[config.mk]
export PLATFORM = sky130hd
export DESIGN_NAME = pag_guard
export DESIGN_NICKNAME = d
export VERILOG_FILES = /design/src/hw/pag_pkg.sv /design/src/hw/pag_guard.sv /design/src/hw/pag_pwd_cmp.sv
export SDC_FILE = /design/constraint.sdc
export NUM_CORES = 1
export LEC_CHECK = 0
export BUFFER_PORTS_ARGS = -buffer_cell sky130_fd_sc_hd__buf_2
export CORE_MARGIN = 2
export CORE_UTILIZATION = 40
export DETAILED_ROUTE_END_ITERATION = 7
export PLACE_DENSITY = 0.62
export SETUP_SLACK_MARGIN = 0.4
export SYNTH_ARGS = -nofsm -noshare
export SYNTH_HDL_FRONTEND = slang
export SYNTH_SLANG_ARGS = --single-unit
[constraint.sdc]
create_clock -name clk_sys_in -period 11.8 [get_ports clk_sys_in]
set_clock_uncertainty 0.2 [all_clocks]
set_input_delay 1.18 -clock clk_sys_in [delete_from_list [all_inputs] [get_ports clk_sys_in]]
set_output_delay 1.18 -clock clk_sys_in [all_outputs]
set_load 0.03 [all_outputs]
[src/hw/pag_pkg.sv]
// Constants and types of the password unlock access guard
// Notes on behaviour
// Unlocking takes eight dummy password reads, then eight key word writes.
// While locked, every password word read returns zero.
// All-ones password unlocks once the dummy reads finish, no key writes.
// All-zero password keeps the device locked forever, whatever keys hold.
// Other passwords unlock only when all eight key words match.
// Every reset locks the device, even with an all-ones password.
// The 128-bit password comes from eight consecutive flash words.
// Flash words just below the password should hold zero, unused.
// Instruction fetches from secure memory are always allowed; the code refuses fetches from the debug source while locked.
// While locked, writes to secure memory from unsecure code are blocked.
// While locked, data reads of secure memory from unsecure code are blocked; the code grants password word reads, which return zero.
// While locked, debug reads and writes of secure memory are refused; the code grants debug password word reads, which return zero.
// While unlocked, CPU and debug get full secure memory access.
// While locked, secure data access only from code running in secure memory.
// Key writes are ignored unless the protected write enable is active.
// Force lock bit clears all keys and locks; it always reads zero.
// Status bit 0 reads one while locked, zero while unlocked.
// Each of the eight 16-bit key words resets to all ones.
// Keys are compared continuously; unlock as soon as all words match.
// Dummy read progress is tracked; no unlock before all eight are read.
package pag_pkg;

  // ************************************************************
  // Sizes and addresses
  // ************************************************************
  localparam int          WORD_W      = 16;
  localparam int          KEY_WORDS   = 8;
  localparam int          ADDR_W      = 22;
  localparam int          IDX_W       = 3;
  localparam logic [21:0] PWD_BASE    = 22'h3F7FF8;
  localparam logic [15:0] KEY_RESET   = 16'hFFFF;
  localparam logic [15:0] KEY_CLEARED = 16'h0000;

  // ************************************************************
  // Status word layout
  // ************************************************************
  localparam int          STAT_LOCK_BIT  = 0;
  localparam int          STAT_FORCE_BIT = 15;
  localparam logic [13:0] STAT_RESERVED  = 14'h0017;

  // ************************************************************
  // Types
  // ************************************************************
  typedef enum logic [1:0] {
    KIND_FETCH = 2'h0,
    KIND_READ  = 2'h1,
    KIND_WRITE = 2'h2
  } pag_kind_t;

  typedef enum logic [1:0] {
    SRC_CPU_SECURE   = 2'h0,
    SRC_CPU_UNSECURE = 2'h1,
    SRC_DEBUG        = 2'h2
  } pag_src_t;

  typedef enum logic [2:0] {
    ST_LOCKED   = 3'h1,
    ST_ARMED    = 3'h2,
    ST_UNLOCKED = 3'h4
  } pag_state_t;

  typedef struct packed {
    logic              valid;
    logic [21:0]       addr;
    logic              secure;
    pag_kind_t         kind;
    pag_src_t          src;
  } pag_req_t;

  typedef struct packed {
    logic              wr;
    logic [2:0]        idx;
    logic [15:0]       data;
  } pag_key_wr_t;

endpackage : pag_pkg

[src/hw/pag_guard.sv]
// Lock state, key words and access gate of the secure memory guard
`timescale 1ns/1ps
module pag_guard (
  input  wire logic                 clk_sys_in,
  input  wire logic                 rst_in,
  input  wire pag_pkg::pag_req_t    req_in,
  output logic                      grant_out,
  input  wire logic                 mem_rd_valid_in,
  input  wire logic [15:0]          mem_rd_data_in,
  output logic                      rd_valid_out,
  output logic [15:0]               rd_data_out,
  input  wire logic [127:0]         stored_password_words_in,
  input  wire pag_pkg::pag_key_wr_t key_wr_in,
  input  wire logic                 protected_write_enable_in,
  input  wire logic                 force_lock_bit_in,
  output logic [15:0]               security_status_control_out,
  output logic                      locked_out
);

  // ************************************************************
  // State
  // ************************************************************
  pag_pkg::pag_state_t state;
  pag_pkg::pag_state_t next_state;
  logic [7:0]          rd_mask;
  logic [7:0]          next_rd_mask;
  logic [127:0]        keys;
  logic [127:0]        next_keys;
  logic                zero_pend;
  logic                next_zero_pend;
  logic                rd_valid;
  logic                next_rd_valid;
  logic [15:0]         rd_data;
  logic [15:0]         next_rd_data;

  logic pwd_ones;
  logic pwd_zero;
  logic key_match;
  logic locked;
  logic pwd_hit;
  logic pwd_rd;
  logic [2:0] pwd_idx;

  pag_pwd_cmp #(
    .WORDS (pag_pkg::KEY_WORDS),
    .WW    (pag_pkg::WORD_W)
  ) u_cmp (
    .pwd_in       (stored_password_words_in),
    .key_in       (keys),
    .all_ones_out (pwd_ones),
    .all_zero_out (pwd_zero),
    .match_out    (key_match)
  );

  assign locked  = state != pag_pkg::ST_UNLOCKED;
  assign pwd_hit = req_in.addr[21:3] == pag_pkg::PWD_BASE[21:3];
  assign pwd_idx = req_in.addr[2:0];
  assign pwd_rd  = req_in.valid && pwd_hit && req_in.kind == pag_pkg::KIND_READ;

  // ************************************************************
  // Access gate
  // ************************************************************
  always_comb begin
    grant_out = 1'b0;
    if (req_in.valid) begin
      if (!req_in.secure || !locked) begin
        grant_out = 1'b1;
      end else if (req_in.kind == pag_pkg::KIND_FETCH) begin
        grant_out = req_in.src != pag_pkg::SRC_DEBUG;
      end else if (pwd_rd) begin
        grant_out = 1'b1;
      end else begin
        grant_out = req_in.src == pag_pkg::SRC_CPU_SECURE;
      end
    end
  end

  // ************************************************************
  // Unlock sequence
  // ************************************************************
  always_comb begin
    next_state   = state;
    next_rd_mask = rd_mask;
    if (force_lock_bit_in) begin
      next_state   = pag_pkg::ST_LOCKED;
      next_rd_mask = 8'h00;
    end else begin
      case (state)
        pag_pkg::ST_LOCKED: begin
          if (pwd_rd) begin
            next_rd_mask[pwd_idx] = 1'b1;
          end
          if (&next_rd_mask) begin
            next_state = pag_pkg::ST_ARMED;
          end
        end
        pag_pkg::ST_ARMED: begin
          if (pwd_zero) begin
            next_state = pag_pkg::ST_ARMED;
          end else if (pwd_ones || key_match) begin
            next_state = pag_pkg::ST_UNLOCKED;
          end
        end
        pag_pkg::ST_UNLOCKED: begin
          next_state = pag_pkg::ST_UNLOCKED;
        end
        default: begin
          next_state = pag_pkg::ST_LOCKED;
        end
      endcase
    end
  end

  always_ff @(posedge clk_sys_in or posedge rst_in) begin
    if (rst_in) begin
      state   <= pag_pkg::ST_LOCKED;
      rd_mask <= 8'h00;
    end else begin
      state   <= next_state;
      rd_mask <= next_rd_mask;
    end
  end

  // ************************************************************
  // Key words
  // ************************************************************
  always_comb begin
    next_keys = keys;
    if (force_lock_bit_in) begin
      next_keys = {pag_pkg::KEY_WORDS{pag_pkg::KEY_CLEARED}};
    end else if (key_wr_in.wr && protected_write_enable_in) begin
      next_keys[key_wr_in.idx*pag_pkg::WORD_W +: pag_pkg::WORD_W] = key_wr_in.data;
    end
  end

  always_ff @(posedge clk_sys_in or posedge rst_in) begin
    if (rst_in) begin
      keys <= {pag_pkg::KEY_WORDS{pag_pkg::KEY_RESET}};
    end else begin
      keys <= next_keys;
    end
  end

  // ************************************************************
  // Read data path
  // ************************************************************
  always_comb begin
    next_zero_pend = pwd_rd && locked;
    next_rd_valid  = mem_rd_valid_in;
    next_rd_data   = zero_pend ? 16'h0000 : mem_rd_data_in;
    if (!mem_rd_valid_in) begin
      next_rd_data = 16'h0000;
    end
  end

  always_ff @(posedge clk_sys_in or posedge rst_in) begin
    if (rst_in) begin
      zero_pend <= 1'b0;
      rd_valid  <= 1'b0;
      rd_data   <= 16'h0000;
    end else begin
      zero_pend <= next_zero_pend;
      rd_valid  <= next_rd_valid;
      rd_data   <= next_rd_data;
    end
  end

  assign rd_valid_out = rd_valid;
  assign rd_data_out  = rd_data;
  assign locked_out   = locked;
  assign security_status_control_out = {1'b0, pag_pkg::STAT_RESERVED, locked};
endmodule : pag_guard

[src/hw/pag_pwd_cmp.sv]
// Password classifier and key comparator
`timescale 1ns/1ps
module pag_pwd_cmp #(
  parameter int WORDS = 8,
  parameter int WW    = 16
) (
  input  wire logic [WORDS*WW-1:0] pwd_in,
  input  wire logic [WORDS*WW-1:0] key_in,
  output logic                     all_ones_out,
  output logic                     all_zero_out,
  output logic                     match_out
);

  if (WORDS < 1 || WW < 1) begin : g_bad_size
    $error("pag_pwd_cmp: bad size");
  end

  logic [WORDS-1:0] w_ones;
  logic [WORDS-1:0] w_zero;
  logic [WORDS-1:0] w_match;

  // ************************************************************
  // Per word tests
  // ************************************************************
  for (genvar g = 0; g < WORDS; g++) begin : g_word
    assign w_ones[g]  = &pwd_in[g*WW +: WW];
    assign w_zero[g]  = ~|pwd_in[g*WW +: WW];
    assign w_match[g] = pwd_in[g*WW +: WW] == key_in[g*WW +: WW];
  end

  assign all_ones_out = &w_ones;
  assign all_zero_out = &w_zero;
  assign match_out    = &w_match;

endmodule : pag_pwd_cmp

Word-level counts from Yosys, hierarchy flattened
Index checks and enable logic that the tools add are counted.
- div/mod/pow operators: 0
- equal/unequal tests: 17
- muxes and demuxes: 21
- reduce and logical (&&, ||, !) cells: 34
- order comparisons: 2
- shifts and indexed selects: 2
- bitwise gates (word level): 1
- add/subtract/negate cells: 1
- multiply operators: 0
- operator list (kind ; number):
    128-bit 2-to-1 mux ; 2
    128-bit bitwise mux ; 1
    16-bit equality test ; 8
    128-bit AND reduction ; 1
    16-bit OR reduction ; 8
    16-bit by 34-bit variable shift with 128-bit output, first input constant ; 1
    16-bit by 34-bit variable part select with 128-bit output ; 1
    8-bit 2-to-1 mux ; 5
    7-bit negation with 34-bit output ; 1
    16-bit 2-to-1 mux ; 2
    8-bit AND reduction ; 3
    19-bit equality test, second input constant ; 1
    3-bit 2-to-1 mux ; 4
    1-bit zero test ; 10
    3-bit case mux with 3 select lines ; 1
    8-bit OR ; 1
    3-bit != test, second input constant ; 2
    1-bit logical AND ; 5
    1-bit 2-to-1 mux ; 5
    2-bit zero test ; 2
    3-bit by 4-bit < comparator with 1-bit output, second input constant ; 1
    4-bit != test, second input constant ; 1
    2-bit nonzero test ; 2
    1-bit demux with 3-bit select ; 1
    other kinds (8) ; 9
- word-level logic and storage cells: 84
- output and inout port bits: 35
- memory bits (writable): 0
- latch bits: 0
- memories kept: 0
- bits in registers: 157
- bits in read-only memories: 0

Depth between registers and ports, before layout
Gate-level depths: netlist (run 1).
- depth in word-level cells: 12
- mapped depth: 9

Cells and area by module
From an unflattened synthesis (run 1), not the netlist that was laid out.
- cell total of the unflattened synthesis: 748
- area total of the unflattened synthesis: 8413.1 sq um
- modules (own cells, without submodules) (module ; seq. area each (sq um) ; instances ; area each (sq um) ; cells an instance):
    pag_guard ; 4090.2 ; 1 ; 6483.7 ; 491
    pag_pwd_cmp ; 0.0 ; 1 ; 1929.4 ; 257

Worst setup path before layout (run 1)
OpenSTA, ideal clock, no wires.
- kind: in2out
- from: input req_in[3] (netlist bit)
- to: output grant_out
- path buffers: 0
- slack: 7982 ps
- cell stages on the path: 4
- arrival time: 2438 ps
- path through: nand4b_1 nor4_2 nand2_1 a41oi_1
- longest elaborated chain between the ends: 6
- elaborated cells between the ends (all ways): 7
- classes of those cells: eq/ne (1); mux (4); reduce/logical (2)
- RTL lines (element ; RTL line ; source):
    from (decl) ; pag_guard.sv:6 ; input wire pag_pkg::pag_req_t req_in,
    2-bit by 1-bit equality test with 1-bit output ; pag_guard.sv:58 ; assign pwd_rd = req_in.valid && pwd_hit && req_in.kind == pag_pkg::KIND_READ;
    1-bit logical AND ; pag_guard.sv:58 ;
    1-bit 2-to-1 mux ; pag_guard.sv:70 ; end else if (pwd_rd) begin
    1-bit 2-to-1 mux (*) ; pag_guard.sv:68 ; end else if (req_in.kind == pag_pkg::KIND_FETCH) begin
    1-bit 2-to-1 mux (*) ; pag_guard.sv:66 ; if (!req_in.secure || !locked) begin
    1-bit 2-to-1 mux (*) ; pag_guard.sv:65 ; if (req_in.valid) begin
    to (decl) ; pag_guard.sv:7 ; output logic grant_out,
Mark *: on every way between the ends. The rest lies on a longest branch, timed or not.

Final worst setup path (run 1)
Same ends and word-level chain as after synthesis.

==> run_results.csv, run 1 <==
group,metric,value,unit
status,status,"finished, final reports clean",
timing,rsz0062_at_grt,"no",
clocking,cts_resized,0,
route,routed_wl,30400,um
floorplan,rows,53,
worst_hold_path,holdPathStages,2,
timing,tightest_slew,1.20,ns
clocking,cts_hold_buf,0,
floorplan,fp.dieW,149,um
cells_and_area,fin_cells,1247,
worst_hold_path,min_to,"keys[124]",
cells_and_area,final_nets,1159,
worst_setup_path,worstRegToRegCells,6,
worst_setup_path,critPathMaxFanout,4,
placement,dpl_cell_area,0.00964,mm2
timing,tns,0,ns
floorplan,io_pins,232,
global_routing,gr-total-overflow,0,
floorplan,core,0.0208,mm2
worst_setup_path,r2r-end,"state[1]",
synth,synth_ff_type,"dfstp_2",
route,wire_per_inst,24.4,um
worst_setup_path,end_kind,"output port",
placement,dp_hpwl,23100,um
route,first_pass_iters,5,
floorplan,dieArea,0.0222,mm2
clocking,htreeDepth,4,
worst_setup_path,rrSetupSlack,9.14,ns
route,vias_per_cell,5.87,
timing,relSlewSlack,19.7,%
synth,synthArstFlopShare,100,%
timing,hold_violations,0,
timing,holdWs,0.283,ns
route,drc,0,
worst_setup_path,crit_required,10.42,ns
clocking,clockBufferDepth,2,
global_routing,antenna_found_initial,2,
flow_run,cap_violations,0,
worst_setup_path,crit_type,"input pin to output port",
worst_hold_path,hold_class,"flop to flop",
synth,ys_warn_count,0,
cells_and_area,area_delta_synth_final,21.7,%
cells_and_area,final_util,49.2,%
pwr,p_leak,4.35,nW
pwr,ir_drop,83.9,uV
floorplan,start_util,40.4,%
synth,yosys.area.top_type,"dfstp_2",
synth,ys_seq_area_share,48.6,%
route,vias,7317,
synth,netlist_instances,755,
synth,synth-edff-count,0,
worst_hold_path,hp-start,"keys[124]",
timing,period_needed,3.87,ns
synth,synth.avg_cell_area,11.1,um2
worst_setup_path,worstPathArrival,2.49,ns
timing,fmax,258,MHz
placement,dp.cells,1213,
pwr,powerDensity,124,mW/mm2
clocking,cts_made_buffers,17,
worst_setup_path,r2r_start,"keys[76]",
global_routing,grt_pass1_wl,44400,um
worst_setup_path,cp-start-kind,"input pin",
cells_and_area,drive_gt1_share,41.5,%
cells_and_area,fin_area,0.0102,mm2
synth,synth_area,0.00842,mm2
synth,synth_top_area_share,40.3,%
global_routing,use_met1,37.8,%
clocking,clock_sinks,157,
global_routing,grt_max_degree,81,
placement,port_buffers,216,
clocking,clkTransAtPathRegs,0.06,ns
clocking,clkLatencyLatePin,0.44,ns
global_routing,top_usage_layer,"met2",
synth,synth_cell_types,55,
placement,gp_congestion,1.03,
floorplan,fp.dieH,149,um
synth,synth_common_cells,"dfstp_2, a22o_1, xor2_1, nor4_1, nand4_1",
timing,slew_violations,0,
timing,setup_viol,0,
synth,ys_top_cells_by_area,"dfstp_2, a22o_1, xor2_1, dfrtp_1, nor4_1",
global_routing,grt_pass1_vias,7152,
synth,yosys_register_bits,157,
global_routing,grtUsageMet3,7.77,%
global_routing,use_met2,42.1,%
synth,synthMostInstantiatedCell,"dfstp_2",
global_routing,grt_util_all_layers,27.6,%
clocking,post-cts-setup-buffers,0,
route,drt_iter0_markers,708,
route,ant_nets,0,
clocking,cts-root-buf,"clkbuf_16",
timing,fin_crit_sh,32.8,%
clocking,cts_tree,"built",
critical path, cell delays in order:
cell      delay (ns)
buf_2           0.10
nand4b_1        0.18
nor4_2          0.43
nand2_1         0.16
a41oi_1         0.22
buf_2           0.22
final cells by class:
class                           count  area (um2)
Timing Repair Buffer              220        1110
Sequential cell                   157        4090
Multi-Input combinational cell    552        4060
Tap cell                          275         344
Fill cell                        1954       10600
Clock buffer                       18         439
Inverter                            9        38.8
Clock inverter                     14         165
Antenna cell                        2        5.00
layout by cell type, fill, tap and decap left out, drive strengths merged, types with 2 or more instances in the layout:
master,instances
or4,2
diode,2
nor2,45
dfstp,129
inv,19
nand4b,2
or3,2
nand2,21
conb,15
nor4,72
nand3,2
dfrtp,28
xor2,103
nand4,60
nand3b,4
nor3,4
and3,3
a22o,103
a31oi,7
a32oi,2
nor3b,2
nor2b,3
clkbuf,18
a41oi,2
clkinv,4
and2,17
buf,220
o21ai,12
a21oi,11
ha,5
mux2i,19
xnor2,23
report_power, final:
group / switching, W / internal [W]
combinational: 0.000112 / 0.0000492
sequential: 0.00000253 / 0.000547
clock: 0.000269 / 0.000294
total: 0.000383 / 0.000890
cell families after synthesis:
kind of cell,Yosys count,share of synthesized area (%)
fa+ha+maj,5,0.743
mux,20,2.39
flops,157,48.6
xor+xnor,126,13.1
buf+inv,59,3.86
compound gates,143,13.7
simple gates,243,17.5
other cells,2,0.0892
layer usage:
| metal | up-vias | part of all wire [%] |
|---|---|---|
| li1 | 3231 | - |
| met4 | 0 | 3.4 |
| met2 | 369 | 46 |
| met1 | 3653 | 41 |
| met5 | - | 0 |
| met3 | 64 | 9.4 |
sequential cells by signal (all words and copies together) (netlist names):
signal and flops:
rd_data_out 16, state 3, rd_valid_out 1, zero_pend 1, keys 128, rd_mask 8
stage by stage:
stage	worst slack [ns]	power, W
4_1_cts	7.95	0.00128
2_1_floorplan	6.40	0.000632
3_3_place_gp	7.96	0.000716
5_1_grt	7.76	0.00131
3_5_place_dp	7.96	0.000715
6_report	7.93	0.00127
how the worst max path moves through the flow:
stage / end / startpoint
floorplan: rd_data_out[0] / rst_in
global placement: grant_out / req_in[3]
detailed placement: grant_out / req_in[3]
CTS: grant_out / req_in[3]
global route: grant_out / req_in[3]
finish: grant_out / req_in[3]
Note: power is estimated with default switching activity, not from simulation.
==> run 2, diff against run 1 <==
==> constraint.sdc (replaced) <==
create_clock -name clk_sys_in -period 3.6 [get_ports clk_sys_in]
set_clock_uncertainty 0.2 [all_clocks]
set_input_delay 0.36 -clock clk_sys_in [delete_from_list [all_inputs] [get_ports clk_sys_in]]
set_output_delay 0.36 -clock clk_sys_in [all_outputs]
set_load 0.03 [all_outputs]
==> run_results.csv, run 2 (synthesis results as in run 1) <==
group,metric,value,unit
status,status,"finished, final reports clean",
placement,dp_hpwl,23500,um
route,drt_iter0_markers,740,
timing,period_needed,2.62,ns
cells_and_area,final_common_cell,"buf_2",
worst_setup_path,r2r-end,"state[2]",
route,routed_wl,30900,um
worst_setup_path,cp_common_cell,"nor4_1",
floorplan,fp.dieW,149,um
worst_setup_path,r2r_start,"keys[76]",
clocking,clkLatencyLatePin,0.43,ns
pwr,ir_drop,274,uV
timing,hold_violations,0,
clocking,clockBufferDepth,2,
route,wire_per_inst,24.3,um
floorplan,start_util,40.4,%
worst_setup_path,slowest_stage,"nor4_1",
timing,setup_viol,0,
cells_and_area,regMostFlops,"keys",
route,first_pass_iters,5,
cells_and_area,area_delta_synth_final,24.9,%
cells_and_area,final_nets,1185,
cells_and_area,final_cell_mix,"buf_2, dfstp_2, a22o_1, xor2_1, nor4_1",
flow_run,cap_violations,0,
placement,gp_congestion,0.969,
floorplan,dieArea,0.0222,mm2
pwr,p_leak,4.46,nW
timing,tightest_slew,1.23,ns
global_routing,antenna_found_initial,0,
cells_and_area,drive_gt1_share,41.1,%
worst_setup_path,cp-start-kind,"flop",
worst_setup_path,end_kind,"flop",
timing,slew_violations,0,
cells_and_area,antenna_cells,0,
timing,fin_crit_sh,72.8,%
worst_setup_path,worstPathArrival,2.78,ns
clocking,htreeDepth,4,
worst_setup_path,worstRegToRegCells,6,
timing,rsz0062_at_grt,"no",
timing,tns,0,ns
worst_setup_path,cp_slowest_stage_delay,0.69,ns
worst_hold_path,hp-start,"key_wr_in[10]",
worst_setup_path,critPathMaxFanout,2,
global_routing,grt_pass1_vias,7089,
route,ant_nets,0,
clocking,cts_tree,"built",
worst_setup_path,crit_type,"flop to flop",
clocking,clkTransAtPathRegs,0.06,ns
global_routing,grt_util_all_layers,27.9,%
cells_and_area,largest_reg_flops,128,
route,vias,7389,
global_routing,gr-total-overflow,0,
global_routing,grt_pass1_wl,44600,um
worst_hold_path,min_to,"keys[58]",
route,drc,0,
route,vias_per_cell,5.82,
timing,relSlewSlack,17.8,%
floorplan,fp.dieH,149,um
clocking,cts-root-buf,"clkbuf_16",
worst_setup_path,rrSetupSlack,0.98,ns
placement,port_buffers,216,
worst_setup_path,crit_required,3.76,ns
floorplan,rows,53,
clocking,cts_made_buffers,17,
global_routing,grt_max_degree,72,
floorplan,io_pins,232,
timing,fmax,382,MHz
clocking,post-cts-setup-buffers,0,
clocking,clock_sinks,157,
floorplan,core,0.0208,mm2
worst_setup_path,cp_cell_sequence,"xor2_1, nor4_1, nand4_1, nor4_1, and4_1, o211a_1",
pwr,powerDensity,403,mW/mm2
cells_and_area,final_util,50.5,%
worst_hold_path,holdPathStages,3,
worst_hold_path,hold_class,"input pin to flop",
[run 2: cell count changes in the layout (fill, tap and decap cells not counted), moves of 3 or more]
cell / before / now
dlygate4sd3_1: 0 / 18
clkinv_8: 3 / 0
clkinvlp_4: 0 / 4
inv_8: 8 / 2
buf_4: 4 / 10
[run 2: power breakdown]
group | switching [W] | internal (W)
clock network | 0.000781 | 0.00110
registers | 0.00000906 | 0.00179
logic | 0.000371 | 0.000180
[run 2: what timing repair did]
action	4_1_cts	5_1_grt
endpoints found under the hold margin	26	0
hold buffers	18	0
resized for setup	0	0
[run 2: metrics by stage]
stage | instances | hold slack (ns) | total power (W) | instance area (um2) | worst slack (ns)
global route | 1270 | 0.0891 | 0.00436 | 10500 | 0.947
global placement | 1221 | 0.276 | 0.00235 | 9720 | 0.785
detailed placement | 1221 | 0.282 | 0.00235 | 9720 | 0.717
finish | 1270 | 0.0637 | 0.00423 | 10500 | 0.980
CTS | 1270 | 0.0482 | 0.00423 | 10500 | 1.15
floorplan | 768 | 0.191 | 0.00207 | 8470 | 1.16
[run 2: cell type report]
type,count,area (um2)
fill,1938,10300
sequential,157,4090
multi-input combinational,552,4050
timing repair buffer,246,1380
clock buffer,19,464
tap,275,344
clock inverter,12,149
inverter,9,37.5
[run 2: routing by layer]
layer  global-route usage (%)  vias up  part of all wire, %
met5                        0        -                    0
met3                     9.76       73                   11
met1                     36.8     3647                   40
met2                     43.2      402                   46
li1                         -     3267                    -
met4                     8.62        0                  2.9
[run 2: worst max-delay path by stage]
| stage | start | end | depth (start not counted) |
|---|---|---|---|
| 2_1_floorplan | rst_in | rd_data_out[0] | 1 |
| 3_3_place_gp | key_wr_in[16] | keys[99] | 7 |
| 3_5_place_dp | key_wr_in[16] | keys[103] | 7 |
| 4_1_cts | keys[76] | state[2] | 6 |
| 5_1_grt | key_wr_in[16] | keys[110] | 7 |
| 6_report | keys[76] | state[2] | 6 |
[run 2: critical path, delay by kind of cell, from the launching register on]
family	cells	cell delay [ns]
flops	1	0.56
xor+xnor	1	0.17
compound gates	1	0.18
simple gates	4	1.45
